==> config.mk <==
export PLATFORM = sky130hd
export DESIGN_NAME = ivp_top
export DESIGN_NICKNAME = d
export VERILOG_FILES = /design/src/ivp_pkg.sv /design/src/ivp_vector_map.sv /design/src/ivp_top.sv
export SDC_FILE = /design/constraint.sdc
export NUM_CORES = 1
export LEC_CHECK = 0
export CAP_MARGIN = 20
export CORE_UTILIZATION = 40
export DETAILED_ROUTE_END_ITERATION = 12
export DONT_BUFFER_PORTS = 1
export PLACE_DENSITY = 0.54
export RECOVER_POWER = 25
export SLEW_MARGIN = 20
export SYNTH_ARGS = -nofsm -noshare
export SYNTH_HDL_FRONTEND = slang
export SYNTH_HIERARCHICAL = 1
export SYNTH_SLANG_ARGS = --single-unit
==> constraint.sdc <==
create_clock -name core_clk -period 7.9 [get_ports core_clk]
set_input_delay 1.58 -clock core_clk [delete_from_list [all_inputs] [get_ports core_clk]]
set_output_delay 1.58 -clock core_clk [all_outputs]
set_load 0.01 [all_outputs]
==> src/ivp_pkg.sv <==
/*
 * Shared constants for the interrupt vector placement block: the control
 * register layout, the Avalon-MM register map, vector numbers and the
 * unlock window length.
 * Assumes a single core clock domain and word-addressed program memory.
 */
package ivp_pkg;

    // ==========================================================
    // Register map (byte addresses, one aligned word each)
    // ==========================================================
    localparam logic [3:0] ADDR_MCU_CONTROL    = 4'h0;
    localparam logic [3:0] ADDR_PLACEMENT      = 4'h4;
    localparam logic [3:0] ADDR_VECTOR_QUERY   = 4'h8;
    localparam logic [3:0] ADDR_VECTOR_ADDRESS = 4'hC;
    localparam int         ADDR_W              = 4;

    // ==========================================================
    // Control register fields
    // ==========================================================
    localparam int         BIT_CHANGE_UNLOCK   = 0;
    localparam int         BIT_BASE_SELECT     = 1;
    localparam int         BIT_PULLUP_DISABLE  = 4;
    localparam int         BIT_DEBUG_DISABLE   = 7;
    localparam logic [7:0] MCU_CONTROL_RESET   = 8'h00;
    localparam logic [7:0] MCU_CONTROL_WMASK   = 8'h93;

    // ==========================================================
    // Placement status register fields
    // ==========================================================
    localparam int BIT_ST_BLOCK   = 0;
    localparam int BIT_ST_LOCKOUT = 1;
    localparam int BIT_ST_IN_BOOT = 2;

    // ==========================================================
    // Vector table
    // ==========================================================
    localparam int          PC_W               = 16;
    localparam int          VEC_NUM_W          = 6;
    localparam logic [5:0]  VEC_FIRST          = 6'h01;
    localparam logic [5:0]  VEC_LAST           = 6'h26;
    localparam logic [5:0]  VEC_T3_CAPTURE     = 6'h20;
    localparam logic [5:0]  VEC_T3_COMPARE_A   = 6'h21;
    localparam logic [5:0]  VEC_T3_COMPARE_B   = 6'h22;
    localparam logic [5:0]  VEC_T3_COMPARE_C   = 6'h23;
    localparam logic [5:0]  VEC_T3_OVERFLOW    = 6'h24;
    localparam logic [5:0]  VEC_TWO_WIRE       = 6'h25;
    localparam logic [5:0]  VEC_PROG_STORE_RDY = 6'h26;
    localparam logic [15:0] RESET_ADDR_APP     = 16'h0000;
    localparam logic [15:0] FIRST_IRQ_OFFSET   = 16'h0002;

    // ==========================================================
    // Boot section start, word address per boot size fuse code
    // ==========================================================
    localparam logic [15:0] BOOT_START_SZ0 = 16'hF000;
    localparam logic [15:0] BOOT_START_SZ1 = 16'hF800;
    localparam logic [15:0] BOOT_START_SZ2 = 16'hFC00;
    localparam logic [15:0] BOOT_START_SZ3 = 16'hFE00;

    // ==========================================================
    // Unlock window
    // ==========================================================
    localparam int         UNLOCK_CYCLES = 4;
    localparam logic [2:0] UNLOCK_LOAD   = 3'h4;
    localparam logic [2:0] GUARD_EXTRA   = 3'h1;
    localparam logic [1:0] FUSE_PROG     = 2'h0;

endpackage

==> src/ivp_vector_map.sv <==
/*
 * Vector address calculator: maps a vector number to its program address,
 * relocated to the boot section when requested.
 * Assumes inputs are stable within the cycle; purely combinational.
 */
module ivp_vector_map
    import ivp_pkg::*;
(
    // Query
    input  wire logic [VEC_NUM_W-1:0] vector_num,
    input  wire logic                 relocate,
    input  wire logic [PC_W-1:0]      boot_start,
    // Result
    output logic      [PC_W-1:0]      vector_addr,
    output logic                      vector_valid
);

    // ==========================================================
    // Table address is two words per vector, reset at vector 1
    // ==========================================================
    wire logic [PC_W-1:0] table_addr;
    wire logic [PC_W-1:0] vec_ext;

    assign vec_ext      = PC_W'(vector_num);
    assign table_addr   = PC_W'((vec_ext - 16'h0001) << 1);
    assign vector_addr  = relocate ? PC_W'(table_addr + boot_start)
                                   : table_addr;
    assign vector_valid = (vector_num >= VEC_FIRST) && (vector_num <= VEC_LAST);

endmodule

==> src/ivp_top.sv <==
/*
 * Interrupt vector placement: control register with timed unlock for the
 * vector base select, reset target and vector base outputs, boot-lock
 * interrupt masking and the global pull-up disable.
 * Assumes fuses and lock bits are static straps from the core's domain,
 * the core reports the current fetch address and a retire pulse, and the
 * register bus is Avalon-MM with waitrequest on core_clk.
 */
// The register addresses and the Avalon-MM slave port were left to the implementer.
// Functional notes
// - Timer three vectors sit at 32 to 36.
// - Two-wire at 37, store-ready at 38.
// - Programmed boot fuse starts at boot address.
// - Select clear puts first vector at 0x0002.
// - Select set adds boot start to vectors.
// - Boot start comes from boot size fuses.
// - Unlock clears after four cycles or select write.
// - Interrupts blocked during unlock and after select.
// - Blocking never touches global interrupt flag.
// - Boot vectors plus app lock mask app code.
// - App vectors plus boot lock mask boot code.
// - Pull-up disable bit 4 kills all pull-ups.

module ivp_top
    import ivp_pkg::*;
(
    // Clock and reset
    input  wire logic                 core_clk,
    input  wire logic                 rst_n,
    // Avalon-MM slave
    input  wire logic [ADDR_W-1:0]    avs_address,
    input  wire logic                 avs_read,
    input  wire logic                 avs_write,
    input  wire logic [31:0]          avs_writedata,
    input  wire logic [3:0]           avs_byteenable,
    output logic      [31:0]          avs_readdata,
    output logic                      avs_waitrequest,
    // Fuses and lock bits, zero means programmed
    input  wire logic                 boot_reset_fuse,
    input  wire logic [1:0]           boot_size_fuses,
    input  wire logic                 app_side_boot_lock,
    input  wire logic                 boot_side_boot_lock,
    // Core status
    input  wire logic [PC_W-1:0]      fetch_addr,
    input  wire logic                 instr_retire,
    input  wire logic                 irq_request,
    // Placement outputs
    output logic      [PC_W-1:0]      reset_target,
    output logic      [PC_W-1:0]      vector_base,
    output logic                      irq_gated,
    output logic                      irq_block,
    output logic                      global_pullup_disable,
    output logic                      debug_port_disable
);

    // ==========================================================
    // Bus decode
    // ==========================================================
    typedef enum logic [1:0]
    {
        IVP_IDLE = 2'b00,
        IVP_ACK  = 2'b01
    } ivp_bus_t;

    ivp_bus_t          bus_state;
    ivp_bus_t          next_bus_state;
    wire logic         req;
    wire logic         sel_ctrl;
    wire logic         sel_query;
    wire logic         sel_place;
    wire logic         sel_vaddr;
    wire logic         wr_ctrl;
    wire logic         wr_query;
    wire logic         lane0;

    assign req       = avs_read | avs_write;
    assign sel_ctrl  = avs_address == ADDR_MCU_CONTROL;
    assign sel_query = avs_address == ADDR_VECTOR_QUERY;
    assign sel_place = avs_address == ADDR_PLACEMENT;
    assign sel_vaddr = avs_address == ADDR_VECTOR_ADDRESS;
    assign lane0     = avs_byteenable[0];
    // Write takes effect on the cycle waitrequest is low
    assign wr_ctrl   = avs_write && sel_ctrl && lane0 && (bus_state == IVP_ACK);
    assign wr_query  = avs_write && sel_query && lane0 && (bus_state == IVP_ACK);

    always_comb
    begin
        case (bus_state)
            IVP_IDLE: next_bus_state = req ? IVP_ACK : IVP_IDLE;
            IVP_ACK:  next_bus_state = IVP_IDLE;
            default:  next_bus_state = IVP_IDLE;
        endcase
    end

    always_ff @(posedge core_clk or negedge rst_n)
    begin
        if (!rst_n)
            bus_state <= IVP_IDLE;
        else
            bus_state <= next_bus_state;
    end

    // ==========================================================
    // Fuse straps captured after reset release
    // ==========================================================
    logic              straps_taken;
    logic              boot_reset_prog;
    logic [1:0]        size_code;
    logic              app_lock_prog;
    logic              boot_lock_prog;

    always_ff @(posedge core_clk or negedge rst_n)
    begin
        if (!rst_n)
        begin
            straps_taken    <= 1'b0;
            boot_reset_prog <= 1'b0;
            size_code       <= FUSE_PROG;
            app_lock_prog   <= 1'b0;
            boot_lock_prog  <= 1'b0;
        end
        else if (!straps_taken)
        begin
            straps_taken    <= 1'b1;
            boot_reset_prog <= !boot_reset_fuse;
            size_code       <= boot_size_fuses;
            app_lock_prog   <= !app_side_boot_lock;
            boot_lock_prog  <= !boot_side_boot_lock;
        end
    end

    // ==========================================================
    // Boot section start
    // ==========================================================
    wire logic [PC_W-1:0] boot_start;

    assign boot_start = (size_code == 2'h0) ? BOOT_START_SZ0 :
                        (size_code == 2'h1) ? BOOT_START_SZ1 :
                        (size_code == 2'h2) ? BOOT_START_SZ2 :
                                              BOOT_START_SZ3;

    // ==========================================================
    // Control register and unlock window
    // ==========================================================
    logic              base_select;
    logic              change_unlock;
    logic              pullup_disable;
    logic              debug_disable;
    logic [2:0]        unlock_count;
    logic [2:0]        guard_count;
    wire logic [7:0]   wdata;
    wire logic         wr_unlock_set;
    wire logic         select_write;
    wire logic         unlock_live;
    wire logic         unlock_last;
    wire logic         select_take;

    assign wdata         = avs_writedata[7:0] & MCU_CONTROL_WMASK;
    assign wr_unlock_set = wr_ctrl && wdata[BIT_CHANGE_UNLOCK];
    // Select write is one with unlock written as zero
    assign select_write  = wr_ctrl && !wdata[BIT_CHANGE_UNLOCK];
    assign unlock_live   = change_unlock && (unlock_count != 3'h0);
    // Fourth cycle of the window; unlock drops at its edge
    assign unlock_last   = unlock_count == 3'h1;
    assign select_take   = select_write && unlock_live;

    always_ff @(posedge core_clk or negedge rst_n)
    begin
        if (!rst_n)
        begin
            base_select    <= MCU_CONTROL_RESET[BIT_BASE_SELECT];
            pullup_disable <= MCU_CONTROL_RESET[BIT_PULLUP_DISABLE];
            debug_disable  <= MCU_CONTROL_RESET[BIT_DEBUG_DISABLE];
        end
        else if (wr_ctrl)
        begin
            pullup_disable <= wdata[BIT_PULLUP_DISABLE];
            debug_disable  <= wdata[BIT_DEBUG_DISABLE];
            if (select_take)
                base_select <= wdata[BIT_BASE_SELECT];
        end
    end

    always_ff @(posedge core_clk or negedge rst_n)
    begin
        if (!rst_n)
        begin
            change_unlock <= MCU_CONTROL_RESET[BIT_CHANGE_UNLOCK];
            unlock_count  <= 3'h0;
        end
        else if (wr_unlock_set)
        begin
            change_unlock <= 1'b1;
            unlock_count  <= UNLOCK_LOAD;
        end
        else if (select_write || unlock_last)
        begin
            change_unlock <= 1'b0;
            unlock_count  <= 3'h0;
        end
        else if (unlock_count != 3'h0)
            unlock_count  <= unlock_count - 3'h1;
    end

    // Block runs with unlock, then one more retired instruction after select
    always_ff @(posedge core_clk or negedge rst_n)
    begin
        if (!rst_n)
            guard_count <= 3'h0;
        else if (select_take)
            guard_count <= GUARD_EXTRA;
        else if (guard_count != 3'h0 && instr_retire)
            guard_count <= guard_count - 3'h1;
    end

    // ==========================================================
    // Vector placement
    // ==========================================================
    wire logic [PC_W-1:0] base_addr;
    wire logic [PC_W-1:0] next_reset_target;
    wire logic [PC_W-1:0] query_addr;
    wire logic            query_valid;
    logic [VEC_NUM_W-1:0] query_num;

    assign base_addr         = base_select ? PC_W'(boot_start + FIRST_IRQ_OFFSET)
                                           : FIRST_IRQ_OFFSET;
    assign next_reset_target = boot_reset_prog ? boot_start : RESET_ADDR_APP;

    always_ff @(posedge core_clk or negedge rst_n)
    begin
        if (!rst_n)
            query_num <= VEC_FIRST;
        else if (wr_query)
            query_num <= avs_writedata[VEC_NUM_W-1:0];
    end

    ivp_vector_map u_map
    (
        .vector_num   (query_num),
        .relocate     (base_select),
        .boot_start   (boot_start),
        .vector_addr  (query_addr),
        .vector_valid (query_valid)
    );

    // ==========================================================
    // Interrupt gating
    // ==========================================================
    wire logic in_boot;
    wire logic lockout;
    wire logic next_block;

    assign in_boot    = fetch_addr >= boot_start;
    assign lockout    = (base_select && app_lock_prog && !in_boot)
                      || (!base_select && boot_lock_prog && in_boot);
    // Separate gate; the core's global enable flag is never written
    assign next_block = wr_unlock_set || change_unlock || (guard_count != 3'h0)
                      || select_take;

    // ==========================================================
    // Read data and registered outputs
    // ==========================================================
    wire logic [7:0]  ctrl_rd;
    wire logic [31:0] next_rdata;

    assign ctrl_rd    = {debug_disable, 2'b00, pullup_disable, 2'b00,
                         base_select, change_unlock};
    assign next_rdata = !avs_read ? 32'h0000_0000 :
                        sel_ctrl  ? {24'h00_0000, ctrl_rd} :
                        sel_place ? {29'h0, in_boot, lockout, irq_block} :
                        sel_query ? {26'h0, query_num} :
                        sel_vaddr ? {15'h0, query_valid, query_addr} :
                                    32'h0000_0000;

    always_ff @(posedge core_clk or negedge rst_n)
    begin
        if (!rst_n)
        begin
            avs_readdata          <= 32'h0000_0000;
            avs_waitrequest       <= 1'b1;
            reset_target          <= RESET_ADDR_APP;
            vector_base           <= FIRST_IRQ_OFFSET;
            irq_block             <= 1'b0;
            irq_gated             <= 1'b0;
            global_pullup_disable <= 1'b0;
            debug_port_disable    <= 1'b0;
        end
        else
        begin
            avs_readdata          <= next_rdata;
            avs_waitrequest       <= !(next_bus_state == IVP_ACK);
            reset_target          <= next_reset_target;
            vector_base           <= base_addr;
            irq_block             <= next_block;
            irq_gated             <= irq_request && !next_block && !lockout;
            global_pullup_disable <= pullup_disable;
            debug_port_disable    <= debug_disable;
        end
    end

endmodule

Word-level counts from Yosys, hierarchy flattened

Index checks and enable logic that the tools add are counted.
Widths: inputs -> output; s select.

Bits in registers: 77
Input bits: 67
Logic and storage cells: 99
Output and inout bits: 69

Equality and inequality tests: 8
$lt $le $gt $ge: 3
Reductions and logical operators: 41
$add $sub $neg: 5
Bitwise operators: 1
Muxes and demuxes: 20

Operators by type and width:

| kind                  | number |
|---|---|
| $mux 17               | 5 |
| $mux 16               | 3 |
| $logic_and 1x1->1     | 18 |
| $add 16x16->16        | 1 |
| $ge 16x16->1          | 1 |
| $mux 3                | 5 |
| $add 13x3->14 const B | 1 |
| $mux 12               | 1 |
| $mux 11               | 1 |
| $mux 10               | 1 |
| $logic_not 1->1       | 9 |
| $reduce_bool 3->1     | 3 |
| $eq 4x4->1 const B    | 2 |
| $sub 6x1->7 const B   | 1 |
| $ge 6x1->1 const B    | 1 |
| $le 6x6->1 const B    | 1 |
| $sub 3x1->3 const B   | 2 |
| $logic_or 1x1->1      | 5 |
| $eq 4x3->1 const B    | 1 |
| $logic_not 2->1       | 2 |
| $logic_not 4->1       | 1 |
| $mux 1                | 4 |
| $reduce_bool 2->1     | 2 |
| $eq 3x1->1 const B    | 1 |
| other kinds (5)       | 6 |

Longest topological paths before layout

Gate-level depths: netlist of run 1.

Depth in word-level cells: 11
Depth in mapped cells: 13
Depth with buffers taken out: 12

By module

Netlist of run 1, hierarchy kept.

By module, submodules not included:

| module         | times used | area an instance (µm²) | cells each | seq. area each (µm²) |
|---|---|---|---|---|
| ivp_top        | 1          | 2583.7                 | 231        | 1328.8 |
| ivp_vector_map | 1          | 1199.9                 | 177        | 0.0 |

Worst setup path before layout of run 1

Ideal clock, no wire load.

Path type: in2reg
From: input port fetch_addr[10]
To: register irq_gated
Library setup time: 0.120 ns
Required time: 7.780 ns
Cell stages on the path: 5
Slack: 4.949 ns
Arrival time: 2.831 ns
Cells stage by stage: ha_1 or4b_4 nor4_4 o21ai_1 and3_1

Cells in the longest elaborated chain, start to end: 6
Elaborated cells between the ends (all ways): 7
Those cells by class: order compare: 1; reduce/logical: 6

RTL lines:

| what                 | RTL line       | RTL |
|---|---|---|
| from (decl)          | ivp_top.sv:44  | `input wire logic [PC_W-1:0] fetch_addr,` |
| $ge 16x16->1 *       | ivp_top.sv:253 | `assign in_boot = fetch_addr >= boot_start;` |
| $logic_not 1->1      | ivp_top.sv:254 | `assign lockout = (base_select && app_lock_prog && !in_boot)` |
| $logic_and 1x1->1    | ivp_top.sv:254 |  |
| $logic_or 1x1->1 *   | ivp_top.sv:255 | `\|\| (!base_select && boot_lock_prog && in_boot);` |
| $logic_not 1->1 *    | ivp_top.sv:295 | `irq_gated <= irq_request && !next_block && !lockout;` |
| $logic_and 1x1->1 *  | ivp_top.sv:295 |  |
| to (signal assigned) | ivp_top.sv:295 |  |
| to (decl)            | ivp_top.sv:50  | `output logic irq_gated,` |

Mark *: on every way between the ends. The rest lies on a longest branch, timed or not.
A chain may end at the register's enable or synchronous reset.

Worst setup path after layout of run 1

From: register query_num[1]
To: register avs_readdata[15]

Cells in the longest elaborated chain, start to end: 8

RTL lines:

| what                     | RTL line             | RTL |
|---|---|---|
| from (decl)              | ivp_top.sv:223       | `logic [VEC_NUM_W-1:0] query_num;` |
| from (signal assigned)   | ivp_top.sv:234       | `query_num <= avs_writedata[VEC_NUM_W-1:0];` |
| $sub 6x1->7 *            | ivp_vector_map.sv:25 | `assign table_addr = PC_W'((vec_ext - 16'h0001) << 1);` |
| $add 16x16->16           | ivp_vector_map.sv:26 | `assign vector_addr = relocate ? PC_W'(table_addr + boot_start)` |
| $mux 16 *                | ivp_vector_map.sv:26 |  |
| named net query_addr[15] | ivp_top.sv:221       | `wire logic [PC_W-1:0] query_addr;` |
| $mux 17 *                | ivp_top.sv:272       | `sel_vaddr ? {15'h0, query_valid, query_addr} :` |
| $mux 17 *                | ivp_top.sv:271       | `sel_query ? {26'h0, query_num} :` |
| $mux 17 *                | ivp_top.sv:270       | `sel_place ? {29'h0, in_boot, lockout, irq_block} :` |
| $mux 17 *                | ivp_top.sv:269       | `sel_ctrl ? {24'h00_0000, ctrl_rd} :` |
| $mux 17 *                | ivp_top.sv:268       | `assign next_rdata = !avs_read ? 32'h0000_0000 :` |
| named net next_rdata[15] | ivp_top.sv:264       | `wire logic [31:0] next_rdata;` |
| to (signal assigned)     | ivp_top.sv:290       | `avs_readdata <= next_rdata;` |
| to (decl)                | ivp_top.sv:36        | `output logic [31:0] avs_readdata,` |

Mark *: on every way through the listed nets, which the timed path passes. The rest lies on a longest branch.

==> results of run 1 <==
[sequential cells by signal (all words and copies together) (netlist names)]
signal	count
irq_block	1
irq_gated	1
guard_count	3
unlock_count	3
reset_target	4
avs_waitrequest	1
avs_readdata	17
query_num	6
boot_reset_prog	1
app_lock_prog	1
change_unlock	1
vector_base	4
bus_state	1
global_pullup_disable	1
boot_lock_prog	1
debug_port_disable	1
straps_taken	1
pullup_disable	1
debug_disable	1
base_select	1
size_code	2
[how the worst max path moves through the flow]
stage | startpoint | to | slack [ns] | cells past startpoint
floorplan | fetch_addr[10] | irq_gated | 4.95 | 5
global placement | query_num[1] | avs_readdata[15] | 4.66 | 12
detailed placement | query_num[1] | avs_readdata[15] | 4.70 | 12
CTS | query_num[1] | avs_readdata[15] | 4.67 | 12
global route | query_num[1] | avs_readdata[15] | 4.46 | 12
finish | query_num[1] | avs_readdata[15] | 4.69 | 12
[stage by stage]
| stage | cell area [sq um] | hold WS, ns | setup WS, ns | power, mW | util [%] |
|---|---|---|---|---|---|
| 2_1_floorplan | 3980 | 0.367 | 4.95 | 0.732 | - |
| 3_3_place_gp | 3760 | 0.381 | 4.66 | 0.784 | 40.9 |
| 3_5_place_dp | 3760 | 0.380 | 4.70 | 0.792 | 40.9 |
| 4_1_cts | 3900 | 0.403 | 4.67 | 1.02 | 42.4 |
| 5_1_grt | 3890 | 0.432 | 4.46 | 1.11 | 42.3 |
| 6_report | 3890 | 0.402 | 4.69 | 1.02 | 42.3 |
[layer usage]
layer | GRT usage (%) | share of wire (%) | vias up
li1 | - | - | 1354
met1 | 21.7 | 47 | 1320
met2 | 28.3 | 47 | 92
met3 | 3.37 | 5.4 | 7
met4 | 2.94 | 0.69 | 0
met5 | 0 | 0 | -
[kinds of logic after synthesis]
kind of cell	Yosys count
AND/OR/NAND/NOR	139
AO/OA/AOI/OAI	79
buffers and inverters	77
flip-flops	53
adder cells (fa/ha/maj)	26
multiplexers	22
XOR/XNOR	10
other	2
[cell type report]
cell class | count | area [sq um] | area share (%)
clock inverters | 3 | 65.1 | 1.67
multi-input cells | 330 | 2190 | 56.3
clock buffers | 5 | 68.8 | 1.77
flip-flops and latches | 53 | 1330 | 34.1
inverters | 25 | 93.8 | 2.41
well taps | 111 | 139 | 3.57
repair buffers | 1 | 3.75 | 0.0964
[worst register-to-register path, stage by stage, from the launching register on]
cell and delay (ns):
dfrtp_1 0.45, inv_1 0.10, ha_1 0.19, nor3b_4 0.28
nand2_2 0.17, inv_2 0.21, ha_1 0.34, a2111o_1 0.43
a21o_1 0.18, o211a_1 0.13, a2111oi_1 0.35, nand3_1 0.13
and2_1 0.16
[cells in the final DEF, fill, tap and decap left out, types with 3 or more instances in the layout]
master    instances
conb_1           54
dfrtp_1          51
nor2_1           39
ha_1             25
a21oi_1          24
inv_1            23
nand2_1          23
and2_1           16
nand3_1          13
nor3_1           11
mux2_1           10
mux2i_1           9
o21ai_0           7
and3_1            6
xnor2_1           6
a211o_1           5
clkbuf_8          5
o21bai_1          5
o21ai_1           4
xor2_1            4
a21o_1            4
o211ai_1          4
nand3b_1          3
or3_1             3
nor2b_1           3
a311oi_1          3
[power breakdown]
part,internal [mW],total [mW],switching [mW]
Clock,0.126,0.217,0.0911
Combinational,0.187,0.464,0.277
Sequential,0.307,0.342,0.0349
Total,0.620,1.02,0.403
==> flow_summary.yaml, run 1 <==
synthesis:
  synthXorXnorAreaFrac_pct: 2.31
  synth_top_family_by_area: "simple AND/OR/NAND/NOR gates"
  netlist_top_cells_count: "dfrtp_1 (51), buf_4 (39), nor2_1 (39), ha_1 (25), a21oi_1 (24)"
  synth_edf_count: 0
  synthAdderAreaFrac_pct: 8.80
  avgSynthCellArea_sq_um: 9.27
  synth-compound-area-share_pct: 14.7
  synthCells: 408
  yosysUniqueCellTypes: 73
  seq_area_frac_synth_pct: 35.1
  synthFlopType: "dfrtp_1"
  syn-cell-area_sq_um: 3780
  synth_largest_area_cell: "dfrtp_1"
  netlist.area_leader.share_pct: 33.7
  synth-async-reset-ratio_pct: 100
  synth.area.top_cells: "dfrtp_1 (34%), ha_1 (8.3%), buf_4 (7.7%), nor2_1 (3.9%), a21oi_1 (3.2%)"
  yosys.area_share.simple_pct: 20.4
  synth_mux_area_share_pct: 6.35
  yosysMostFrequentCell: "dfrtp_1"
  synth_warnings: 6
  ys_ff_latch: 53
outcome:
  status: "complete, no violations"
timing:
  drv_slew: 0
  finalSetupViolations: 0
  worst_slew_pin_slew_ns: 1.38
  clock.fmax_mhz: 311
  rsz0062_at_grt: "no"
  finalClockSkew_ns: 0.00505
  finalCriticalPeriod_ns: 3.21
  final_hold_viol_count: 0
  fin_tns_setup_ns: 0
  period_share_pct: 40.7
  relSlewSlack_pct: 8.28
placed_design:
  place_inst: 520
  io_buffers: 0
  gp_congestion: 0.827
  dp_hpwl_um: 5860
die:
  die_h_um: 99.3
  core_area_sq_um: 9200
  rows: 35
  fp.dieW_um: 99.3
  pin_count: 136
  initial_core_util_pct: 41.1
  dieArea_sq_um: 9850
finish:
  fillers: 924
  drive_gt1_share_pct: 6.24
  n_antenna_cell: 0
  syn_to_final_growth_pct: 2.88
  nets: 509
  final_cells: 528
global_routing:
  grt_first_pass_wirelength_um: 12900
  overflow: 0
  antenna_found_initial: 0
  grt_max_degree: 54
  grt_usage_pct: 16.5
  grt_pass1_vias: 2608
setup_path:
  cp_top_family: "compound AO/OA/AOI/OAI gates"
  critPathMaxFanout: 10
  path_class: "reg -> reg"
  worst_r2r_path_depth: 12
  crit_top_cell: "ha_1"
  end_kind: "register"
  critPathMaxStageDelay_ns: 0.45
  path_cells: "inv_1 > ha_1 > nor3b_4 > nand2_2 > inv_2 > ha_1 > a2111o_1 > a21o_1 > o211a_1 > a2111oi_1 > nand3_1 > and2_1"
  crit_required_ns: 8.10
  slowest_stage: "dfrtp_1"
  r2r-end: "avs_readdata[15]"
  crit_arrival_ns: 3.41
  path_buf_inv: 2
  rrSetupSlack_ns: 4.69
  critPathLaunchType: "register"
  timing.rr.start: "query_num[1]"
route:
  totalWireLength_um: 7690
  drt-pass1-iter-count: 5
  vias: 2773
  wl_per_cell_um: 14.6
  vias_per_cell: 5.25
  drcViolationCount: 0
  ant_nets: 0
  dr.first_iter.drc_count: 120
clock_tree:
  root_buffer: "clkbuf_8"
  cts_sinks: 53
  cts_hold_repair.buffers: 0
  cts_buffers: 5
  cts_setup_buffers: 0
  cts_buffer_depth: 2
  cts_resized: 0
  cts.reportedPaths.clkPinSlew_ns: 0.10
  clock_latency_ns: 0.30
  cts_tree: "done"
  htreeDepth: 2
run:
  cap_violations: 0
hold_path:
  min_path_type: "reg -> reg"
  hold_end: "reset_target[14]"
  hold_start: "boot_reset_prog"
  holdPathStages: 0
power_and_ir_drop:
  ir_drop_mv: 0.125
  p_leak_nw: 1.89
  power.density_nw_per_um2: 263
(Power assumes the default switching activity.)
==> run 2, diff against run 1 <==
==> constraint.sdc (replaced) <==
create_clock -name core_clk -period 3.3 [get_ports core_clk]
set_input_delay 0.66 -clock core_clk [delete_from_list [all_inputs] [get_ports core_clk]]
set_output_delay 0.66 -clock core_clk [all_outputs]
set_load 0.01 [all_outputs]
==> run 2 against run 1 <==
Net effect:
- sequential share of layout area fell by 0.25 points
- first-iteration DRC count fell by 20%
- largest power group unchanged
- sequential power rose by 140%
- clock skew grew 0.0056 ns
- hold slack got worse by 0.37 ns
- non-clock buffer count is 5 higher
==> flow_summary.yaml, run 2 (synthesis gave the netlist of run 1 again) <==
setup_path:
  path_class: "reg -> reg"
  crit_required_ns: 3.51
  worst_r2r_path_depth: 13
  crit_start: "query_num[1]"
  critPathMaxFanout: 10
  endpoint: "avs_readdata[15]"
  critPathLaunchType: "register"
  timing.rr.start: "query_num[1]"
  crit_arrival_ns: 3.24
  rrSetupSlack_ns: 0.27
  end_kind: "register"
  r2r-end: "avs_readdata[15]"
finish:
  final_cells: 533
  final_common_cell: "conb_1"
  seqCellArea_sq_um: 1330
  drive_gt1_share_pct: 7.35
  fin_util_pct: 42.6
  regMostFlops: "avs_readdata"
  syn_to_final_growth_pct: 3.64
  fillers: 927
  multi_input_area_sq_um: 2190
  nets: 514
  layout_common_cells: "conb_1 (54), dfrtp_1 (51), nor2_1 (39)"
  n_antenna_cell: 0
  reg_top3: "avs_readdata (17), query_num (6)"
  largest_reg_flops: 17
clock_tree:
  cts_buffers: 5
  clock_latency_ns: 0.31
  cts_tree: "done"
  cts_setup_buffers: 0
  htreeDepth: 2
  root_buffer: "clkbuf_8"
  cts_sinks: 53
  cts_buffer_depth: 2
  cts.reportedPaths.clkPinSlew_ns: 0.10
power_and_ir_drop:
  sw_frac_of_total_pct: 40.9
  power.net_switching_uw: 992
  p_leak_nw: 1.91
  power.density_nw_per_um2: 619
  total_power_mw: 2.43
  comb_power_share_pct: 47.3
  internal_power_mw: 1.43
  p_seq_share_pct: 33.7
  ir_drop_mv: 0.286
  pwr-share-clk_pct: 19.1
timing:
  rsz0062_at_grt: "no"
  finalClockSkew_ns: 0.0106
  worst_slew_pin_slew_ns: 0.764
  finalSetupViolations: 0
  relSlewSlack_pct: 48.9
  period_share_pct: 92.0
  fin_tns_setup_ns: 0
  final_hold_viol_count: 0
  clock.fmax_mhz: 330
  drv_slew: 0
  finalCriticalPeriod_ns: 3.03
  hold_slack_ns: 0.0356
route:
  wl_per_cell_um: 14.9
  drt-pass1-iter-count: 4
  drcViolationCount: 0
  ant_nets: 0
  dr.first_iter.drc_count: 96
  vias: 2767
  totalWireLength_um: 7920
  vias_per_cell: 5.19
placed_design:
  place_inst: 524
  gp_congestion: 0.835
  io_buffers: 0
  dp_hpwl_um: 5920
die:
  dieArea_sq_um: 9850
  pin_count: 136
  die_h_um: 99.3
  core_area_sq_um: 9200
  fp.dieW_um: 99.3
  rows: 35
  initial_core_util_pct: 41.1
outcome:
  status: "complete, no violations"
global_routing:
  grt_usage_pct: 16.7
  overflow: 0
  antenna_found_initial: 0
  grt_pass1_vias: 2669
  grt_max_degree: 54
  grt_first_pass_wirelength_um: 13000
hold_path:
  min_path_type: "in -> async"
run:
  cap_violations: 0
-- run 2: repair_timing --
action,in CTS,in global routing
hold buffers,0,1
endpoints found under the setup margin,0,1
gates resized for setup,0,1
hold endpoints to repair,0,18
-- run 2: metal layers --
layer / GRT usage [%] / wire length [um]
met4: 2.60 / 20
met2: 28.5 / 3710
met1: 21.8 / 3760
met5: 0 / 0
met3: 4.08 / 438
-- run 2: per-stage QoR --
stage	area [sq um]	setup WS, ns
floorplan	3980	0.515
global placement	3790	0.265
detailed placement	3790	0.269
CTS	3910	0.229
global route	3920	0.0214
finish	3920	0.265
-- run 2: power by group through the flow --
stage / logic, mW / clock network (mW) / registers, mW
final: 1.15 / 0.463 / 0.817
after global routing: 1.29 / 0.503 / 0.834
after CTS: 1.10 / 0.482 / 0.818
after detailed placement: 1.09 / 0 / 0.830
after global placement: 1.07 / 0 / 0.829
after floorplan: 0.946 / 0 / 0.807
-- run 2: cell type report --
| cell class | instances | share of cell area (%) |
|---|---|---|
| clock buffer | 5 | 1.75 |
| clock inverter | 3 | 1.21 |
| inverter | 25 | 2.46 |
| multi-input combinational | 330 | 55.9 |
| sequential | 53 | 33.9 |
| tap | 111 | 3.54 |
| timing repair buffer | 6 | 1.21 |
-- run 2: worst min-delay path by stage --
stage	start	endpoint	slack [ns]	cells past startpoint
after floorplan	rst_n	app_lock_prog	0.36	0
after global placement	rst_n	reset_target[14]	0.37	0
after detailed placement	rst_n	reset_target[14]	0.37	0
after CTS	rst_n	reset_target[14]	0.009	0
after global routing	rst_n	avs_readdata[0]	0.007	0
final	rst_n	unlock_count[1]	0.04	0
-- run 2: worst max-delay path, stage by stage (launching register included) --
cell	delay, ns
dfrtp_1	0.45
inv_1	0.10
ha_1	0.20
nor3b_4	0.29
nand2_2	0.11
inv_4	0.14
ha_1	0.26
buf_4	0.16
a21oi_1	0.23
o21ai_0	0.18
o211a_1	0.15
a2111oi_1	0.35
nand3_1	0.16
and2_1	0.16
